[src/core/svwmr_cfg.svh]
// Constants of the supply, manual-reset and watchdog supervisor.
// Assumes a single 100 MHz clock; times are kept in their own unit and
// the cycle counts are derived from them here.
`ifndef SVWMR_CFG_SVH
`define SVWMR_CFG_SVH

// ==========================================================================
// Clock
// ==========================================================================
`define SVWMR_CLK_PERIOD_NS 10
`define SVWMR_NS_PER_US     1000

// ==========================================================================
// Reset timeout periods, minimum figures, in microseconds
// ==========================================================================
`define SVWMR_RP_A_US 64'd1000
`define SVWMR_RP_B_US 64'd20000
`define SVWMR_RP_C_US 64'd140000
`define SVWMR_RP_D_US 64'd1120000

// ==========================================================================
// Watchdog timeout periods, typical figures, in microseconds
// ==========================================================================
`define SVWMR_WD_W_US 64'd6300
`define SVWMR_WD_X_US 64'd102000
`define SVWMR_WD_Y_US 64'd1600000
`define SVWMR_WD_Z_US 64'd25600000

// Whole-cycle count of a time given in microseconds (exact at this rate).
`define SVWMR_US_TO_CYC(us) \
    (32'((us) * `SVWMR_NS_PER_US / `SVWMR_CLK_PERIOD_NS))

`define SVWMR_RP_A_CYC `SVWMR_US_TO_CYC(`SVWMR_RP_A_US)
`define SVWMR_RP_B_CYC `SVWMR_US_TO_CYC(`SVWMR_RP_B_US)
`define SVWMR_RP_C_CYC `SVWMR_US_TO_CYC(`SVWMR_RP_C_US)
`define SVWMR_RP_D_CYC `SVWMR_US_TO_CYC(`SVWMR_RP_D_US)
`define SVWMR_WD_W_CYC `SVWMR_US_TO_CYC(`SVWMR_WD_W_US)
`define SVWMR_WD_X_CYC `SVWMR_US_TO_CYC(`SVWMR_WD_X_US)
`define SVWMR_WD_Y_CYC `SVWMR_US_TO_CYC(`SVWMR_WD_Y_US)
`define SVWMR_WD_Z_CYC `SVWMR_US_TO_CYC(`SVWMR_WD_Z_US)

// ==========================================================================
// Glitch rejection, in nanoseconds; least times round up to whole cycles
// ==========================================================================
`define SVWMR_MR_GLITCH_NS  100
`define SVWMR_SUP_GLITCH_NS 4000
`define SVWMR_MR_GLITCH_CYC \
    (16'((`SVWMR_MR_GLITCH_NS + `SVWMR_CLK_PERIOD_NS - 1) / `SVWMR_CLK_PERIOD_NS))
`define SVWMR_SUP_GLITCH_CYC \
    (16'((`SVWMR_SUP_GLITCH_NS + `SVWMR_CLK_PERIOD_NS - 1) / `SVWMR_CLK_PERIOD_NS))

// Default choices: reset timeout C, watchdog timeout Y.
`define SVWMR_RP_SEL_DEF 2'h2
`define SVWMR_WD_SEL_DEF 2'h2

`endif

[src/core/svwmr_pkg.sv]
// Types shared by the supervisor files.
// Assumes nothing beyond a SystemVerilog compiler.
package svwmr_pkg;

    // ======================================================================
    // Reset causes after filtering
    // ======================================================================
    typedef struct packed {
        logic manual;
        logic supply;
        logic watchdog;
    } svwmr_cause_t;

    // ======================================================================
    // Reset sequencer states, one-hot
    // ======================================================================
    typedef enum logic [1:0] {
        SVWMR_HOLD = 2'h1,
        SVWMR_RUN  = 2'h2
    } svwmr_state_t;

endpackage

[src/core/svwmr_top.sv]
// Supervisor that drives a processor reset from supply, manual reset and
// watchdog causes. Assumes all inputs are synchronous to clk and that rst
// is the power-on reset of the internal time base.
//
// Notes on behaviour
// - open-drain output pulls low only during reset.
// - low manual reset input asserts reset.
// - manual release still holds full reset timeout.
// - short low pulses on manual input ignored.
// - open manual input reads high, no reset.
// - no watchdog edge within timeout asserts reset.
// - any watchdog edge or reset clears timer.
// - watchdog timer held zero throughout reset.
// - floating watchdog input self-clears at seven-eighths period.
// - short supply dips below threshold are filtered.
// - low supply asserts reset, then timeout after recovery.
// - watchdog-caused reset also lasts full timeout.
// - timeout expiry releases reset, restarts watchdog.
// - four build-time reset and watchdog periods.
`timescale 1ns/1ps
`include "svwmr_cfg.svh"

module svwmr_top #(
    parameter logic [1:0]  RP_SEL   = `SVWMR_RP_SEL_DEF,
    parameter logic [1:0]  WD_SEL   = `SVWMR_WD_SEL_DEF,
    parameter logic [31:0] RP_CYC_A = `SVWMR_RP_A_CYC,
    parameter logic [31:0] RP_CYC_B = `SVWMR_RP_B_CYC,
    parameter logic [31:0] RP_CYC_C = `SVWMR_RP_C_CYC,
    parameter logic [31:0] RP_CYC_D = `SVWMR_RP_D_CYC,
    parameter logic [31:0] WD_CYC_W = `SVWMR_WD_W_CYC,
    parameter logic [31:0] WD_CYC_X = `SVWMR_WD_X_CYC,
    parameter logic [31:0] WD_CYC_Y = `SVWMR_WD_Y_CYC,
    parameter logic [31:0] WD_CYC_Z = `SVWMR_WD_Z_CYC
) (
    input  wire logic clk,
    input  wire logic rst,
    input  wire logic supply_below_threshold,
    input  wire logic manual_reset_n,
    input  wire logic watchdog_input,
    input  wire logic watchdog_input_driven,
    output logic      reset_out,
    output logic      reset_out_n,
    output logic      reset_od_out,
    output logic      reset_od_oe_n
);

    // ======================================================================
    // Period selection
    // ======================================================================
    wire logic [31:0] rp_lim =
        (RP_SEL == 2'h0) ? RP_CYC_A :
        (RP_SEL == 2'h1) ? RP_CYC_B :
        (RP_SEL == 2'h2) ? RP_CYC_C : RP_CYC_D;
    wire logic [31:0] wd_lim =
        (WD_SEL == 2'h0) ? WD_CYC_W :
        (WD_SEL == 2'h1) ? WD_CYC_X :
        (WD_SEL == 2'h2) ? WD_CYC_Y : WD_CYC_Z;
    // Seven-eighths of the watchdog period, for the self-service path.
    wire logic [31:0] wd_auto_lim = (wd_lim >> 3) * 32'h0000_0007;

    // ======================================================================
    // Input filtering
    // ======================================================================
    // The manual input is active low; a floating pin is modelled as high by
    // the pad pull-up, so the core only ever sees an inactive level.
    wire logic mr_raw = !manual_reset_n;
    logic      mr_flt;
    logic      sup_flt;

    svwmr_glitch_filter #(
        .LIMIT (`SVWMR_MR_GLITCH_CYC)
    ) u_mr_filter (
        .clk        (clk),
        .rst        (rst),
        .in_active  (mr_raw),
        .out_active (mr_flt)
    );

    // The longer dip window is used; it also covers the shorter
    // full-amplitude glitch.
    svwmr_glitch_filter #(
        .LIMIT (`SVWMR_SUP_GLITCH_CYC)
    ) u_sup_filter (
        .clk        (clk),
        .rst        (rst),
        .in_active  (supply_below_threshold),
        .out_active (sup_flt)
    );

    // ======================================================================
    // Watchdog edge detection
    // ======================================================================
    // Every pulse lasting one clock or more is seen, well inside the
    // shortest pulse that must be caught.
    logic      wdi_prev_ff;
    wire logic wd_edge = watchdog_input_driven
                         && (watchdog_input != wdi_prev_ff);

    always_ff @(posedge clk or posedge rst) begin
        if (rst) begin
            wdi_prev_ff <= 1'b0;
        end else begin
            wdi_prev_ff <= watchdog_input;
        end
    end

    // ======================================================================
    // Sequencer and counters
    // ======================================================================
    svwmr_pkg::svwmr_state_t state_ff;
    svwmr_pkg::svwmr_state_t nxt_state;
    svwmr_pkg::svwmr_cause_t cause;
    logic [31:0]             rp_cnt_ff;
    logic [31:0]             nxt_rp_cnt;
    logic [31:0]             wd_cnt_ff;
    logic [31:0]             nxt_wd_cnt;

    wire logic in_hold   = (state_ff == svwmr_pkg::SVWMR_HOLD);
    // A driver that lets go late in a period leaves the timer past the
    // self-service point, so that point is a threshold and expiry needs a driver.
    wire logic wd_expire = !in_hold && !wd_edge && watchdog_input_driven
                           && (wd_cnt_ff == wd_lim - 32'h0000_0001);
    wire logic wd_auto   = !watchdog_input_driven
                           && (wd_cnt_ff >= wd_auto_lim - 32'h0000_0001);
    wire logic rp_done   = (rp_cnt_ff == rp_lim - 32'h0000_0001);

    assign cause.manual   = mr_flt;
    assign cause.supply   = sup_flt;
    assign cause.watchdog = wd_expire;
    wire logic level_cause = cause.manual || cause.supply;
    wire logic any_cause   = level_cause || cause.watchdog;

    // Power-on enters the hold state, so the processor sees a full
    // timeout after the time base comes up, like a supply recovery.
    always_comb begin
        nxt_state  = state_ff;
        nxt_rp_cnt = rp_cnt_ff;
        unique case (state_ff)
            svwmr_pkg::SVWMR_HOLD: begin
                if (level_cause) begin
                    nxt_rp_cnt = 32'h0000_0000;
                end else if (rp_done) begin
                    nxt_state  = svwmr_pkg::SVWMR_RUN;
                    nxt_rp_cnt = 32'h0000_0000;
                end else begin
                    nxt_rp_cnt = rp_cnt_ff + 32'h0000_0001;
                end
            end
            svwmr_pkg::SVWMR_RUN: begin
                if (any_cause) begin
                    nxt_state  = svwmr_pkg::SVWMR_HOLD;
                    nxt_rp_cnt = 32'h0000_0000;
                end
            end
            default: begin
                nxt_state  = svwmr_pkg::SVWMR_HOLD;
                nxt_rp_cnt = 32'h0000_0000;
            end
        endcase
    end

    wire logic nxt_hold = (nxt_state == svwmr_pkg::SVWMR_HOLD);

    always_comb begin
        if (nxt_hold || in_hold) begin
            nxt_wd_cnt = 32'h0000_0000;
        end else if (wd_edge || wd_auto) begin
            nxt_wd_cnt = 32'h0000_0000;
        end else begin
            nxt_wd_cnt = wd_cnt_ff + 32'h0000_0001;
        end
    end

    always_ff @(posedge clk or posedge rst) begin
        if (rst) begin
            state_ff  <= svwmr_pkg::SVWMR_HOLD;
            rp_cnt_ff <= 32'h0000_0000;
            wd_cnt_ff <= 32'h0000_0000;
        end else begin
            state_ff  <= nxt_state;
            rp_cnt_ff <= nxt_rp_cnt;
            wd_cnt_ff <= nxt_wd_cnt;
        end
    end

    // ======================================================================
    // Output stages
    // ======================================================================
    logic reset_ff;
    logic reset_n_ff;
    logic od_oe_n_ff;

    always_ff @(posedge clk or posedge rst) begin
        if (rst) begin
            reset_ff   <= 1'b1;
            reset_n_ff <= 1'b0;
            od_oe_n_ff <= 1'b0;
        end else begin
            reset_ff   <= nxt_hold;
            reset_n_ff <= !nxt_hold;
            od_oe_n_ff <= !nxt_hold;
        end
    end

    assign reset_out     = reset_ff;
    assign reset_out_n   = reset_n_ff;
    // The open-drain stage only ever sinks; the pull-up sets the high.
    assign reset_od_out  = 1'b0;
    assign reset_od_oe_n = od_oe_n_ff;

    // ======================================================================
    // Checks
    // ======================================================================
    chk_od_drive_low: assert property (
        @(posedge clk) disable iff (rst)
        (reset_od_oe_n == reset_out) |-> 1'b0)
        else $error("open-drain enable disagrees with reset");

    chk_mr_asserts: assert property (
        @(posedge clk) disable iff (rst)
        mr_flt |=> reset_out)
        else $error("filtered manual reset did not assert reset");

    chk_mr_release_hold: assert property (
        @(posedge clk) disable iff (rst)
        $fell(mr_flt) && !sup_flt |-> reset_out [*3])
        else $error("reset dropped right after manual release");

    chk_mr_glitch_rej: assert property (
        @(posedge clk) disable iff (rst)
        (manual_reset_n ##1 !manual_reset_n ##1 manual_reset_n)
        |-> ##1 !mr_flt)
        else $error("one-cycle manual pulse passed the filter");

    chk_wd_timeout: assert property (
        @(posedge clk) disable iff (rst)
        wd_expire |=> reset_out && (wd_cnt_ff == 32'h0000_0000))
        else $error("watchdog expiry did not assert reset");

    chk_wd_edge_clear: assert property (
        @(posedge clk) disable iff (rst)
        wd_edge |=> (wd_cnt_ff == 32'h0000_0000))
        else $error("watchdog edge did not clear the timer");

    chk_wd_held_zero: assert property (
        @(posedge clk) disable iff (rst)
        reset_out |-> (wd_cnt_ff == 32'h0000_0000))
        else $error("watchdog timer ran during reset");

    chk_wd_float_safe: assert property (
        @(posedge clk) disable iff (rst)
        !watchdog_input_driven && !$past(watchdog_input_driven) && !reset_out
        |-> (wd_cnt_ff < wd_auto_lim))
        else $error("floating watchdog input let the timer pass 7/8");

    chk_sup_glitch_rej: assert property (
        @(posedge clk) disable iff (rst)
        (!supply_below_threshold ##1 supply_below_threshold
         ##1 !supply_below_threshold) |-> ##1 !sup_flt)
        else $error("short supply dip passed the filter");

    chk_sup_asserts: assert property (
        @(posedge clk) disable iff (rst)
        sup_flt |=> reset_out)
        else $error("low supply did not assert reset");

    chk_release_full: assert property (
        @(posedge clk) disable iff (rst)
        $fell(reset_out) |-> $past(rp_cnt_ff) == rp_lim - 32'h0000_0001)
        else $error("reset released before the full timeout");

    chk_release_restart: assert property (
        @(posedge clk) disable iff (rst)
        $fell(reset_out) |-> (wd_cnt_ff == 32'h0000_0000) ##1
        (wd_cnt_ff <= 32'h0000_0001))
        else $error("watchdog did not restart from zero at release");

    chk_cause_restart: assert property (
        @(posedge clk) disable iff (rst)
        in_hold && level_cause |=> reset_out && (rp_cnt_ff == 32'h0000_0000))
        else $error("active cause did not restart the reset timeout");

    chk_wd_counts_up: assert property (
        @(posedge clk) disable iff (rst)
        !in_hold && !nxt_hold && !wd_edge && !wd_auto
        |=> (wd_cnt_ff == $past(wd_cnt_ff) + 32'h0000_0001))
        else $error("watchdog timer did not count after release");

    chk_rp_count_up: assert property (
        @(posedge clk) disable iff (rst)
        in_hold && !level_cause && !rp_done
        |=> reset_out && (rp_cnt_ff == $past(rp_cnt_ff) + 32'h0000_0001))
        else $error("reset timeout did not advance while held");

    // Twelve low samples are one more than the manual filter needs.
    chk_mr_long_pass: assert property (
        @(posedge clk) disable iff (rst)
        (!manual_reset_n [*8] ##1 !manual_reset_n [*4]) |-> mr_flt)
        else $error("long manual reset was filtered away");

endmodule

[src/core/svwmr_glitch_filter.sv]
// Rejects short active pulses on a synchronous level input.
// Assumes the input is already synchronous to clk.
`timescale 1ns/1ps

module svwmr_glitch_filter #(
    parameter logic [15:0] LIMIT = 16'h000A
) (
    input  wire logic clk,
    input  wire logic rst,
    input  wire logic in_active,
    output logic      out_active
);

    logic [15:0] cnt_ff;
    logic        out_ff;
    wire  logic  reached = (cnt_ff == LIMIT);

    // ======================================================================
    // Output asserts on the (LIMIT+1)th consecutive active sample and
    // drops on the first inactive one; release is not filtered because
    // the reset timeout that follows already stretches it.
    // ======================================================================
    always_ff @(posedge clk or posedge rst) begin
        if (rst) begin
            cnt_ff <= 16'h0000;
            out_ff <= 1'b0;
        end else if (!in_active) begin
            cnt_ff <= 16'h0000;
            out_ff <= 1'b0;
        end else if (reached) begin
            out_ff <= 1'b1;
        end else begin
            cnt_ff <= cnt_ff + 16'h0001;
        end
    end

    assign out_active = out_ff;

endmodule

[config.mk]
export PLATFORM = sky130hd
export DESIGN_NAME = svwmr_top
export DESIGN_NICKNAME = d
export VERILOG_FILES = /design/src/core/svwmr_pkg.sv /design/src/core/svwmr_top.sv /design/src/core/svwmr_glitch_filter.sv
export VERILOG_INCLUDE_DIRS = /design/src /design/src/core
export SDC_FILE = /design/constraint.sdc
export NUM_CORES = 1
export LEC_CHECK = 0
export BUFFER_PORTS_ARGS = -buffer_cell sky130_fd_sc_hd__buf_2
export CORE_UTILIZATION = 68
export DETAILED_ROUTE_END_ITERATION = 12
export HOLD_SLACK_MARGIN = 0.03
export PLACE_DENSITY = 0.85
export SYNTH_ARGS = -nofsm -noshare
export SYNTH_HDL_FRONTEND = slang
export SYNTH_SLANG_ARGS = --single-unit
[constraint.sdc]
create_clock -name clk -period 5 [get_ports clk]
set_clock_uncertainty 0.2 [all_clocks]
set_input_delay 0.5 -clock clk [delete_from_list [all_inputs] [get_ports clk]]
set_output_delay 0.5 -clock clk [all_outputs]
set_load 0.05 [all_outputs]
==> key figures <==
Status
  – Status: finished, final reports clean

STA
  – Final Hold Viols: 0
  – Fin crit share: 67.24%
  – Worst slew pin tran: 1.097 ns
  – Final worst path period need: 3.362 ns
  – Setup TNS Final: 0 ns
  – Final Worst Setup Slack: 1.638 ns
  – RSZ-0062 raised after global routing: no
  – Worst hold slack: 0.05598 ns
  – Final Max Slew Viols: 0
  – Fmax: 297.4 MHz
  – Final setup vio count: 0
  – Slew HR: 26.86%

Synthesis
  – Count leader, synth: dfrtp_1
  – Mean post-synth cell area: 9.369 um2
  – Area of the mapped netlist: 5799 um2
  – Post-synth ARST share: 100.0%
  – Mapped Nets: 633
  – Post-synth EDFFs: 0
  – Ys flop type: dfrtp_1
  – Register area share after synthesis: 44.49%
  – Ranking of synthesized cells by area: dfrtp_1, xor2_1, xnor2_1, nand3_1, nor2_2
  – Most frequent cells after synthesis: dfrtp_1, nand2_1, nor2_1
  – Area leader, netlist: dfrtp_1
  – Synth Warn #: 0
  – Area fraction of the dominant cell type after synthesis: 43.58%
  – FF+latch count, synth: 103
  – Yosys cell types: 62
  – Mapped Cells: 619

Clock tree
  – Sink Count: 103
  – CTS tree: done
  – Number of gates resized after CTS: 0
  – Clock buffer depth: 2
  – Total CTS buffers: 9
  – Worst skew pair latency: 0.37 ns
  – CTS Root Cell: clkbuf_8
  – Cts hold-fix bufs: 0
  – CTS H-tree lvls: 3
  – Setup bufs post-CTS: 0
  – CTS clk-pin slew, worst paths: 0.10 ns

Floorplan
  – Chip Width: 94.35 um
  – Die Y: 94.35 um
  – Core ar.: 8217 um2
  – I/O pin total: 10
  – Die ar.: 8902 um2
  – Num rows: 33
  – Initial Util: 70.58%

Place
  – Port bufs: 8
  – GP Congestion: 0.8196
  – Total placed cells including tap cells: 705
  – Pre-CTS setup slack: 1.641 ns
  – Hpwl dp: 7.822 mm

Pwr
  – P_leak: 2.418 nW
  – Worst VDD drop: 158.4 uV
  – Power Density: 248.7 nW/um2

Global routing
  – Total grt overflow: 0
  – Vias in the first global route: 4360
  – First-pass GRT wire length: 19.29 mm
  – Total GRT Usage: 27.58%
  – Largest net degree at the start of global routing: 73
  – Initial antenna violation count: 0

Worst setup path
  – Crit Path Max Fanout: 32
  – FF-to-FF setup slack: 1.64 ns
  – CP cell instances: ha_1, nand3_1, or4_4, a221oi_4, o221ai_4, buf_4, nor2_2
  – CP Data Arrival Time: 3.47 ns
  – CP Capture Type: register
  – CP required: 5.10 ns
  – Slowest stage delay, CP: 0.75 ns
  – CP startpoint kind: register
  – CP max-delay cell: or4_4
  – Crit path kind: reg -> reg

Routing
  – Initial DRC Count: 243
  – Routed WL: 11.37 mm
  – Vias per inst: 6.337
  – Via count: 4569
  – First-pass DRT Iterations: 5
  – Antenna-violating nets left: 0
  – Wire length per cell: 15.77 um
  – DRC viols: 0

Hold path
  – Min-delay worst type: in -> reg

Run
  – Max_cap viols: 0

Finish
  – Ant diodes: 0
  – Non-Filler Instances: 721
  – Fin nets: 625
  – P&R area growth vs syn: 4.013%
  – Layout cell share with drive strength beyond 1: 12.18%
[cell usage in the layout, fill, tap and decap left out, drive strengths merged, types with 4 or more instances in the layout]
cell type	netlist	layout
and2	15	15
xnor2	25	25
xor2	32	32
nor4b	4	4
inv	26	29
nor3	17	17
ha	8	8
o31ai	10	10
a21oi	13	13
a22oi	4	4
or3	11	11
buf	10	11
nor2	72	72
nand3	38	38
nand4	29	29
nor2b	4	4
dfrtp	101	101
nand2	44	44
a211o	4	4
or2	5	5
o21ai	32	32
or4	7	7
and4	8	8
nor3b	6	6
nor4	10	10
and3	16	16
clkbuf	20	11
a211oi	7	7
o41ai	4	4
[layout make-up]
type	count	area [um2]
clock buffer	11	151.4
clock inverter	5	46.29
fill	578	2185
inverter	26	100.1
multi-input combinational	460	2960
sequential	103	2580
tap	105	131.4
timing repair buffer	11	62.56
[registers in the layout (all words and copies together), names as in the netlist, 2 cells and up]
name                 cells
u_sup_filter.cnt_ff     16
state_ff                 2
wd_cnt_ff               32
u_mr_filter.cnt_ff      16
rp_cnt_ff               32
[metal layers]
metal  global-route usage, %  vias up  part of all wire, %  routed length (um)
li1                        -     2190                    -                   -
met3                   5.958       10                  5.0                 573
met2                   48.67      131                   52                5869
met5                       0        -                    0                   0
met1                   34.14     2238                   43                4843
met4                   7.436        0                 0.72                  82
[stage by stage]
stage	util [%]	instance area, um2	power, mW
final	73.41	6032	1.500
after global routing	73.41	6032	1.558
after CTS	73.41	6032	1.506
after detailed placement	71.01	5834	0.9978
after global placement	71.01	5834	0.9888
after floorplan	-	5799	0.9697
[critical path, delay by kind of cell (launching register included)]
kind / cells / cell delay [ns]
buf+inv: 1 / 0.30
compound gates: 2 / 0.49
flops: 1 / 0.56
fa+ha+maj: 1 / 0.25
simple gates: 3 / 1.48
[path summary, 6_finish.rpt]
| kind | start | depth (start not counted) | end |
|---|---|---|---|
| setup / recovery | state_ff[0]$_DFF_PP1_ | 7 | wd_cnt_ff[29]$_DFF_PP0_ |
| hold / removal | watchdog_input | 1 | wdi_prev_ff$_DFF_PP0_ |
| setup reg to reg | state_ff[0]$_DFF_PP1_ | 7 | wd_cnt_ff[29]$_DFF_PP0_ |
| hold reg to reg | wd_cnt_ff[0]$_DFF_PP0_ | 1 | wd_cnt_ff[0]$_DFF_PP0_ |
| max in group asynchronous | rst | 3 | rp_cnt_ff[28]$_DFFE_PP0P_ |
| min in group asynchronous | rst | 2 | u_sup_filter.cnt_ff[2]$_DFFE_PP0P_ |
[report_power, final]
group          total (mW)  internal [mW]  switching (mW)
Combinational      0.0841         0.0340          0.0501
Sequential          0.898          0.861          0.0369
Clock               0.518          0.217           0.300
[cells by family (layout without fill, tap and decap cells)]
group                    after synthesis  after routing  share of synthesized area, %
AO/OA/AOI/OAI                         95             95                         11.37
multiplexers                           1              1                        0.1942
adder cells (fa/ha/maj)                8              8                         1.726
XOR/XNOR                              57             57                         8.608
other                                  1              1                       0.06466
buffers and inverters                 56             53                         4.466
AND/OR/NAND/NOR                      298            298                         29.08
flip-flops                           103            103                         44.49
Note: power is estimated with default switching activity, not from simulation.
